File: src/design/scw_pkg.sv
`default_nettype none
package scw_pkg;
  // ***************************************************
  // control word placement on the byte port
  // ***************************************************
  localparam logic [5:0] CW_ADDR_FIRST = 6'h1d;
  localparam logic [5:0] CW_ADDR_LAST = 6'h20;
  localparam logic [1:0] LANE_LAST = 2'h3;
  localparam logic [31:0] CW_RESET = 32'h0060_0000;
  localparam logic [31:0] CW_READ_MASK = 32'h1fff_7fff;
  localparam logic [31:0] HOST_FORCE_ZERO = 32'he880_0000;
  localparam logic [31:0] CW_ONE_SHOT = 32'h0000_8000;
  // ***************************************************
  // bit positions of the control word
  // ***************************************************
  localparam int BIT_COMP_PD = 28;
  localparam int BIT_HALT = 27;
  localparam int BIT_CDAC_PD = 26;
  localparam int BIT_FULL_PD = 25;
  localparam int BIT_DIG_PD = 24;
  localparam int BIT_PLL_RANGE = 22;
  localparam int BIT_PLL_BYPASS = 21;
  localparam int FACTOR_MSB = 20;
  localparam int FACTOR_LSB = 16;
  localparam int BIT_ACC1_CLR = 15;
  localparam int BIT_ACC_HOLD = 14;
  localparam int BIT_TRIANGLE = 13;
  localparam int MODE_MSB = 11;
  localparam int MODE_LSB = 9;
  localparam logic [4:0] FACTOR_MIN = 5'h04;
  localparam logic [4:0] FACTOR_MAX = 5'h14;
  // ***************************************************
  // operating modes
  // ***************************************************
  typedef enum logic [2:0] {
    MODE_SINGLE = 3'h0,
    MODE_FSK = 3'h1,
    MODE_RAMPED_FSK = 3'h2,
    MODE_CHIRP = 3'h3,
    MODE_BPSK = 3'h4
  } scw_mode_e;
  // ***************************************************
  // controller registers (avalon word addresses)
  // ***************************************************
  localparam logic [1:0] AV_CMD_WORD = 2'h0;
  localparam logic [1:0] AV_CTRL = 2'h1;
  localparam logic [1:0] AV_STATUS = 2'h2;
  localparam logic [1:0] AV_READBACK = 2'h3;
  localparam int CTRL_GO_WRITE = 0;
  localparam int CTRL_GO_READ = 1;
  localparam int CTRL_CLR_REJECT = 2;
  typedef enum logic [2:0] {
    ST_IDLE = 3'b000,
    ST_WRITE = 3'b001,
    ST_UPDATE = 3'b011,
    ST_READ = 3'b010,
    ST_READ_WAIT = 3'b110,
    ST_READ_TAKE = 3'b100
  } scw_host_state_e;
endpackage
`default_nettype wire

File: src/design/scw_link_if.sv
`timescale 1ns/1ps
`default_nettype none
interface scw_link_if;
  logic [5:0] addr;
  logic [7:0] wdata;
  logic wr;
  logic rd;
  logic [7:0] rdata;
  logic config_update_strobe;
  modport device(input addr, input wdata, input wr, input rd, input config_update_strobe,
                 output rdata);
  modport host(output addr, output wdata, output wr, output rd, output config_update_strobe,
               input rdata);
endinterface
`default_nettype wire

File: src/design/scw_cw_lane.sv
`timescale 1ns/1ps
`default_nettype none
module scw_cw_lane #(
  parameter logic [7:0] RESET_VAL = 8'h00
) (
  // clock and reset
  input wire logic clk_sys,
  input wire logic rst_n,
  input wire logic ce,
  // byte write and self-clear
  input wire logic wr_en,
  input wire logic [7:0] wdata,
  input wire logic [7:0] clr_mask,
  // stored byte
  output logic [7:0] q
);
  logic [7:0] byte_q;
  logic [7:0] byte_d;

  // write wins over a self-clear landing in the same cycle
  always_comb begin
    byte_d = byte_q & ~clr_mask;
    if (wr_en) begin
      byte_d = wdata;
    end
  end

  always_ff @(posedge clk_sys or negedge rst_n) begin
    if (!rst_n) begin
      byte_q <= RESET_VAL;
    end else if (ce) begin
      byte_q <= byte_d;
    end
  end

  assign q = byte_q;
endmodule
`default_nettype wire

File: src/design/scw_device.sv
`timescale 1ns/1ps
`default_nettype none
// Overview of operation
// - 32-bit word at bytes 1d..20, MSB first
// - host writes zero to bit 23
// - bit 27 set halts until master reset
// - bit 28 powers down comparator
// - bit 26 powers down control DAC only
// - bit 25 powers down both DACs, reference
// - bit 24 gates digital clocks, multiplier runs
// - bit 22 oscillator gain, resets to one
// - bit 21 bypasses multiplier, resets to one
// - bits 20:16 factor, range 4..20
// - bit 15 one-shot accumulator one clear
// - one-shot clear acts in every mode
// - bit 14 holds both accumulators zero
// - bit 13 triangle sweep, ramped FSK
// - mode field bits 11:9 encoding
// - new values apply only on update
module scw_device (
  // clock and reset
  input wire logic clk_sys,
  input wire logic rst_n,
  input wire logic ce,
  // programming port
  scw_link_if.device link,
  // analog power-down indications
  output logic comparator_pd,
  output logic control_dac_pd,
  output logic cosine_dac_pd,
  output logic reference_pd,
  // digital section and clock multiplier
  output logic digital_clock_gate,
  output logic pll_high_gain,
  output logic pll_bypass,
  output logic [4:0] pll_factor,
  output logic pll_factor_ok,
  // accumulators and sweep
  output logic acc1_clear_pulse,
  output logic acc_hold_clear,
  output logic triangle_sweep,
  output logic sweep_mode_ok,
  output var scw_pkg::scw_mode_e op_mode,
  // whole active word and halt
  output logic [31:0] active_word,
  output logic halted
);
  // ***************************************************
  // decode helpers
  // ***************************************************
  function automatic logic addr_hit(input logic [5:0] a);
    addr_hit = (a >= scw_pkg::CW_ADDR_FIRST) && (a <= scw_pkg::CW_ADDR_LAST);
  endfunction

  function automatic logic [1:0] lane_of(input logic [5:0] a);
    logic [5:0] off;
    off = a - scw_pkg::CW_ADDR_FIRST;
    lane_of = off[1:0];
  endfunction

  function automatic logic factor_in_range(input logic [4:0] f);
    factor_in_range = (f >= scw_pkg::FACTOR_MIN) && (f <= scw_pkg::FACTOR_MAX);
  endfunction

  // ***************************************************
  // pending word, one lane per byte address
  // ***************************************************
  logic [31:0] pend;
  logic [31:0] clr_bits;
  logic halted_q;
  logic upd_take;

  // a taken update retires the one-shot bit so it never fires twice
  assign upd_take = link.config_update_strobe && !halted_q;
  assign clr_bits = upd_take ? scw_pkg::CW_ONE_SHOT : 32'h0000_0000;

  genvar gi;
  generate
    for (gi = 0; gi < 4; gi++) begin : g_lane
      localparam int HI = 31 - 8 * gi;
      logic lane_wr;
      // halted device accepts no writes; bytes land MSB first
      assign lane_wr = link.wr && !halted_q && addr_hit(link.addr)
                       && (lane_of(link.addr) == 2'(gi));
      scw_cw_lane #(
        .RESET_VAL(scw_pkg::CW_RESET[HI -: 8])
      ) u_lane (
        .clk_sys(clk_sys),
        .rst_n(rst_n),
        .ce(ce),
        .wr_en(lane_wr),
        .wdata(link.wdata),
        .clr_mask(clr_bits[HI -: 8]),
        .q(pend[HI -: 8])
      );
    end
  endgenerate

  // ***************************************************
  // read-back path
  // ***************************************************
  logic [7:0] rdata_q;
  logic [7:0] rdata_d;
  logic [31:0] pend_view;

  // bits 31:29 and the one-shot bit 15 never read back as one
  assign pend_view = pend & scw_pkg::CW_READ_MASK;

  // unmapped or halted reads answer zero
  always_comb begin
    rdata_d = 8'h00;
    if (link.rd && !halted_q && addr_hit(link.addr)) begin
      rdata_d = pend_view[8'(31 - 8 * int'(lane_of(link.addr))) -: 8];
    end
  end

  always_ff @(posedge clk_sys or negedge rst_n) begin
    if (!rst_n) begin
      rdata_q <= 8'h00;
    end else if (ce) begin
      rdata_q <= rdata_d;
    end
  end

  assign link.rdata = rdata_q;

  // ***************************************************
  // active word and decoded outputs
  // ***************************************************
  logic [31:0] act_q;
  logic [31:0] act_d;
  logic halted_d;
  logic comp_pd_q, comp_pd_d;
  logic cdac_pd_q, cdac_pd_d;
  logic cos_pd_q, cos_pd_d;
  logic ref_pd_q, ref_pd_d;
  logic dig_gate_q, dig_gate_d;
  logic gain_q, gain_d;
  logic bypass_q, bypass_d;
  logic [4:0] factor_q, factor_d;
  logic factor_ok_q, factor_ok_d;
  logic acc1_q, acc1_d;
  logic hold_q, hold_d;
  logic tri_q, tri_d;
  logic tri_ok_q, tri_ok_d;
  scw_pkg::scw_mode_e mode_q, mode_d;

  // next active state; all derived outputs follow the new word together
  always_comb begin
    act_d = act_q;
    halted_d = halted_q;
    acc1_d = 1'b0;
    if (upd_take) begin
      act_d = pend & ~scw_pkg::CW_ONE_SHOT;
      acc1_d = pend[scw_pkg::BIT_ACC1_CLR];
      halted_d = pend[scw_pkg::BIT_HALT];
    end
    comp_pd_d = act_d[scw_pkg::BIT_COMP_PD];
    cdac_pd_d = act_d[scw_pkg::BIT_CDAC_PD] || act_d[scw_pkg::BIT_FULL_PD];
    cos_pd_d = act_d[scw_pkg::BIT_FULL_PD];
    ref_pd_d = act_d[scw_pkg::BIT_FULL_PD];
    // halt also stops the digital clocks; multiplier keeps running
    dig_gate_d = act_d[scw_pkg::BIT_DIG_PD] || halted_d;
    gain_d = act_d[scw_pkg::BIT_PLL_RANGE];
    bypass_d = act_d[scw_pkg::BIT_PLL_BYPASS];
    factor_d = act_d[scw_pkg::FACTOR_MSB:scw_pkg::FACTOR_LSB];
    // factor only matters while the multiplier is in use
    factor_ok_d = bypass_d || factor_in_range(factor_d);
    hold_d = act_d[scw_pkg::BIT_ACC_HOLD];
    tri_d = act_d[scw_pkg::BIT_TRIANGLE];
    mode_d = scw_pkg::scw_mode_e'(act_d[scw_pkg::MODE_MSB:scw_pkg::MODE_LSB]);
    tri_ok_d = !tri_d || (mode_d == scw_pkg::MODE_RAMPED_FSK);
  end

  // power-up word sets gain and bypass; halt only leaves on rst_n
  always_ff @(posedge clk_sys or negedge rst_n) begin
    if (!rst_n) begin
      act_q <= scw_pkg::CW_RESET;
      halted_q <= 1'b0;
      comp_pd_q <= 1'b0;
      cdac_pd_q <= 1'b0;
      cos_pd_q <= 1'b0;
      ref_pd_q <= 1'b0;
      dig_gate_q <= 1'b0;
      gain_q <= 1'b1;
      bypass_q <= 1'b1;
      factor_q <= 5'h00;
      factor_ok_q <= 1'b1;
      acc1_q <= 1'b0;
      hold_q <= 1'b0;
      tri_q <= 1'b0;
      tri_ok_q <= 1'b1;
      mode_q <= scw_pkg::MODE_SINGLE;
    end else if (ce) begin
      act_q <= act_d;
      halted_q <= halted_d;
      comp_pd_q <= comp_pd_d;
      cdac_pd_q <= cdac_pd_d;
      cos_pd_q <= cos_pd_d;
      ref_pd_q <= ref_pd_d;
      dig_gate_q <= dig_gate_d;
      gain_q <= gain_d;
      bypass_q <= bypass_d;
      factor_q <= factor_d;
      factor_ok_q <= factor_ok_d;
      acc1_q <= acc1_d;
      hold_q <= hold_d;
      tri_q <= tri_d;
      tri_ok_q <= tri_ok_d;
      mode_q <= mode_d;
    end
  end

  // outputs straight from the registers
  assign comparator_pd = comp_pd_q;
  assign control_dac_pd = cdac_pd_q;
  assign cosine_dac_pd = cos_pd_q;
  assign reference_pd = ref_pd_q;
  assign digital_clock_gate = dig_gate_q;
  assign pll_high_gain = gain_q;
  assign pll_bypass = bypass_q;
  assign pll_factor = factor_q;
  assign pll_factor_ok = factor_ok_q;
  assign acc1_clear_pulse = acc1_q;
  assign acc_hold_clear = hold_q;
  assign triangle_sweep = tri_q;
  assign sweep_mode_ok = tri_ok_q;
  assign op_mode = mode_q;
  assign active_word = act_q;
  assign halted = halted_q;
endmodule
`default_nettype wire

File: src/flat_wrapper.sv
// flat-port wrapper written by rule: the top's interface ports become plain ports
module scw_device_flat 
  (clk_sys, rst_n, ce, comparator_pd, control_dac_pd, cosine_dac_pd, reference_pd, digital_clock_gate, pll_high_gain, pll_bypass, pll_factor, pll_factor_ok, acc1_clear_pulse, acc_hold_clear, triangle_sweep, sweep_mode_ok, op_mode, active_word, halted, link_addr, link_wdata, link_wr, link_rd, link_config_update_strobe, link_rdata);
  scw_link_if link_i ();
  input wire logic clk_sys;
  input wire logic rst_n;
  input wire logic ce;
  output logic comparator_pd;
  output logic control_dac_pd;
  output logic cosine_dac_pd;
  output logic reference_pd;
  output logic digital_clock_gate;
  output logic pll_high_gain;
  output logic pll_bypass;
  output logic [4:0] pll_factor;
  output logic pll_factor_ok;
  output logic acc1_clear_pulse;
  output logic acc_hold_clear;
  output logic triangle_sweep;
  output logic sweep_mode_ok;
  output var scw_pkg::scw_mode_e op_mode;
  output logic [31:0] active_word;
  output logic halted;
  input wire logic [$bits(link_i.addr)-1:0] link_addr;
  input wire logic [$bits(link_i.wdata)-1:0] link_wdata;
  input wire logic [$bits(link_i.wr)-1:0] link_wr;
  input wire logic [$bits(link_i.rd)-1:0] link_rd;
  input wire logic [$bits(link_i.config_update_strobe)-1:0] link_config_update_strobe;
  output wire logic [$bits(link_i.rdata)-1:0] link_rdata;
  assign link_i.addr = link_addr;
  assign link_i.wdata = link_wdata;
  assign link_i.wr = link_wr;
  assign link_i.rd = link_rd;
  assign link_i.config_update_strobe = link_config_update_strobe;
  assign link_rdata = link_i.rdata;
  scw_device u_core (.clk_sys(clk_sys), .rst_n(rst_n), .ce(ce), .link(link_i), .comparator_pd(comparator_pd), .control_dac_pd(control_dac_pd), .cosine_dac_pd(cosine_dac_pd), .reference_pd(reference_pd), .digital_clock_gate(digital_clock_gate), .pll_high_gain(pll_high_gain), .pll_bypass(pll_bypass), .pll_factor(pll_factor), .pll_factor_ok(pll_factor_ok), .acc1_clear_pulse(acc1_clear_pulse), .acc_hold_clear(acc_hold_clear), .triangle_sweep(triangle_sweep), .sweep_mode_ok(sweep_mode_ok), .op_mode(op_mode), .active_word(active_word), .halted(halted));
endmodule
File: config.mk
export PLATFORM = sky130hd
export DESIGN_NAME = scw_device_flat
export DESIGN_NICKNAME = d
export VERILOG_FILES = /design/src/design/scw_pkg.sv /design/src/design/scw_link_if.sv /design/src/design/scw_cw_lane.sv /design/src/design/scw_device.sv /design/src/flat_wrapper.sv
export SDC_FILE = /design/constraint.sdc
export NUM_CORES = 1
export LEC_CHECK = 0
export BUFFER_PORTS_ARGS = -buffer_cell sky130_fd_sc_hd__buf_2
export CORE_AREA = 2 2 112 136
export DETAILED_ROUTE_END_ITERATION = 6
export DIE_AREA = 0 0 114 138
export PLACE_DENSITY = 0.46
export SLEW_MARGIN = 20
export SYNTH_ARGS = -nofsm -noshare
export SYNTH_HDL_FRONTEND = slang
export SYNTH_SLANG_ARGS = --single-unit
File: constraint.sdc
create_clock -name clk_sys -period 3.48 [get_ports clk_sys]
set_clock_uncertainty 0.05 [all_clocks]
set_input_delay 0.696 -clock clk_sys [delete_from_list [all_inputs] [get_ports clk_sys]]
set_output_delay 0.696 -clock clk_sys [all_outputs]
set_load 0.02 [all_outputs]
==> flow_summary.yaml <==
run_status:
  status: "finished clean"
drt:
  drt_iter0_drc: 97
  post_drt_wl_per_cell_um: 16.86
  vias: 2232
  viasPerCell: 4.376
  drc: 0
  dr.pass1.iters: 4
  routed_wl_um: 8601
  drtAntennaViolNets: 0
global_route:
  globalRouteOverflowTotal: 0
  grt_max_degree: 78
  grt_pass1_vias: 2356
  grt.total_usage_pct: 11.46
  grt_first_pass_wirelength_um: 13610
  antenna_found_initial: 0
cells_and_area:
  fillers: 1504
  n_antenna_cell: 0
  syn2layout_area_growth_pct: 22.38
  layout.nets: 352
  multiInputGateArea_um2: 1338
  drive_gt1_share_pct: 53.92
  register_area_um2: 1934
  fin_cells: 510
pwr:
  seqPwrFrac_pct: 42.8
  p_int_mw: 1.842
  ir_worst_vdd_uv: 239.5
  power.density_nw_per_um2: 614.0
  clockPowerShare_pct: 35.8
  power_switching_mw: 0.8175
  switching_share_pct: 30.74
  p_leak_nw: 2.185
  combinationalPowerShare_pct: 21.4
worst_setup_path:
  start_kind: "input port"
  cp_top_family: "compound AO/OA/AOI/OAI gates"
  critPathKind: "in2reg"
  worst_ep_arrival_time_ns: 2.65
  cp-endpoint: "u_core.g_lane[3].u_lane.q[2]"
  cp_slowest_cell: "a21oi_4"
  worstRegToRegCells: 4
  r2r-start: "u_core.halted"
  r2r-end: "u_core.pll_factor[1]"
  critPathRequiredTime_ns: 3.65
  crit_path_max_fanout: 13
  critPathMaxStageDelay_ns: 0.47
  crit_cells: 7
  critPathBufInv: 2
  critPathLaunch: "link_addr[0]"
  crit_path_end_kind: "flop"
  path_cells: "buf_2 > inv_1 > ha_1 > nand2b_1 > nand4b_2 > a21oi_4 > mux2_2"
  r2r_slack_ns: 1.28
floorplanning:
  num_io_pins: 81
  die_width_um: 114
  core_area_um2: 14590
  die_height_um: 138
  die-area_um2: 15730
  rows: 49
  initial_core_util_pct: 24.26
clocking:
  cts_htree_levels: 3
  clock_path_buffers: 2
  clkTransAtPathRegs_ns: 0.06
  cts_resized: 0
  root_buffer: "clkbuf_16"
  numClockSinks: 77
  postCtsHoldBufs: 0
  cts_buffers: 9
  post-cts-setup-buffer-count: 0
  insertion_delay_ns: 0.34
  cts_tree: "yes"
synth:
  synth_area_per_cell_um2: 13.72
  ys_seq_area_share_pct: 54.65
  synth_nets: 283
  ys_ff_latch: 77
  synthCells: 258
  synthDistinctLibCells: 35
  synth-edff-count: 0
  async_flop_share_pct: 100.0
  yosys_warnings: 0
  syn_area_um2: 3540
  synthFlopType: "dfrtp_1"
timing:
  fmax_mhz: 404.2
  max_slew.worst_pin.slew_ns: 0.6911
  slew_headroom_pct: 53.81
  rsz0062_at_grt: "false"
  setup_viol: 0
  period_needed_ns: 2.474
  timing.final.crit_share_pct: 71.10
  fin_setup_tns_ns: 0
  hold_viol: 0
  maxSlewViolCount: 0
placement:
  hpwl_um: 6076
  port-buffer-count: 79
  place_congestion: 0.6962
  placedCellCount: 493
flow_run:
  maxCapViolCount: 0
hold_path:
  min-delay-path-class: "in2async"
-- stage by stage --
stage | instance area [um2] | util [%] | total power, mW | setup slack, ns | hold WS (ns)
detailed placement | 4003 | 27.43 | 1.733 | 0.6034 | 0.4243
floorplan | 3540 | - | 1.539 | 1.167 | 0.3504
finish | 4332 | 29.69 | 2.660 | 1.006 | 0.1813
global route | 4332 | 29.69 | 2.783 | 0.8058 | 0.1911
global placement | 4003 | 27.43 | 1.725 | 0.6440 | 0.4213
CTS | 4304 | 29.50 | 2.694 | 0.9475 | 0.4366
-- area by class of cell --
type                            count  area share (%)
Timing Repair Buffer               82           10.46
Clock buffer                       11           5.604
Sequential cell                    77           44.66
Clock inverter                      5           1.358
Tap cell                          178           5.142
Multi-Input combinational cell    135           30.88
Inverter                           22           1.906
-- flip-flops by register name (all words and copies together) (netlist names) --
| signal | count |
|---|---|
| u_core.halted | 1 |
| u_core.pll_factor | 4 |
| u_core.control_dac_pd | 1 |
| u_core.link.rdata | 8 |
| u_core.g_lane.u_lane.q | 32 |
| u_core.op_mode | 2 |
| u_core.comparator_pd | 1 |
| u_core.pll_factor_ok | 1 |
| u_core.digital_clock_gate | 1 |
| u_core.active_word | 24 |
| u_core.acc1_clear_pulse | 1 |
| u_core.sweep_mode_ok | 1 |
-- worst reg2reg max path, cell delays in order (launching register included) --
cell and delay, ns:
dfrtp_1 0.52, and2b_1 0.33, nand2_1 0.56, buf_12 0.26, mux2_2 0.36
-- cells by family after synthesis --
kind of cell / Yosys count / synth area share [%]
flip-flops: 77 / 54.65
multiplexers: 70 / 23.72
buffers and inverters: 46 / 7.565
AO/OA/AOI/OAI: 32 / 7.246
AND/OR/NAND/NOR: 27 / 4.949
adder cells (fa/ha/maj): 5 / 1.767
other: 1 / 0.1059
-- cell usage after synthesis (2+ instances only) --
master,number,area [um2]
mux2i_1,4,40.04
mux2_2,61,686.9
mux4_2,5,112.6
nand2_1,5,18.77
buf_4,16,120.1
ha_1,5,62.56
a31oi_1,2,12.51
a21oi_4,4,65.06
nand2b_1,2,12.51
dfstp_2,6,157.7
nand3_1,6,30.03
inv_1,22,82.58
o311ai_0,4,35.03
a21oi_1,2,10.01
buf_2,4,20.02
o22ai_1,7,43.79
o21ai_0,6,30.03
buf_6,4,45.04
nor2_1,7,26.28
dfrtp_1,71,1777
-- how the worst min path moves through the flow --
stage	start	end	slack, ns	cells after the start
final	rst_n	u_core.active_word[6]	0.18	1
after global routing	rst_n	u_core.active_word[6]	0.19	1
after CTS	u_core.sweep_mode_ok	u_core.sweep_mode_ok	0.44	2
after detailed placement	u_core.sweep_mode_ok	u_core.sweep_mode_ok	0.42	2
after global placement	u_core.sweep_mode_ok	u_core.sweep_mode_ok	0.42	2
after floorplan	rst_n	u_core.acc1_clear_pulse	0.35	0
-- layer usage --
layer  track usage, %  up-vias  wire length, um
met4            4.172        0              141
met5                0        -                0
met2            17.92       59             4178
li1                 -     1041                -
met3            3.814       11              490
met1            14.75     1121             3790
-- cells in the final DEF, fill, tap and decap left out, drive strengths merged, types with 7 or more instances in the layout --
| cell type | netlist | routed |
|---|---|---|
| clkbuf | 0 | 11 |
| nor2 | 7 | 7 |
| o22ai | 7 | 7 |
| buf | 24 | 82 |
| mux2 | 61 | 61 |
| dfrtp | 71 | 71 |
| inv | 22 | 23 |
-- power by group through the flow --
stage | Clock (mW) | Sequential [mW] | Combinational [mW]
floorplan | 0 | 1.23 | 0.306
global placement | 0 | 1.15 | 0.572
detailed placement | 0 | 1.16 | 0.576
CTS | 0.974 | 1.14 | 0.579
global route | 1.01 | 1.16 | 0.615
finish | 0.952 | 1.14 | 0.570
No activity file was read; power rests on OpenSTA's default activity.
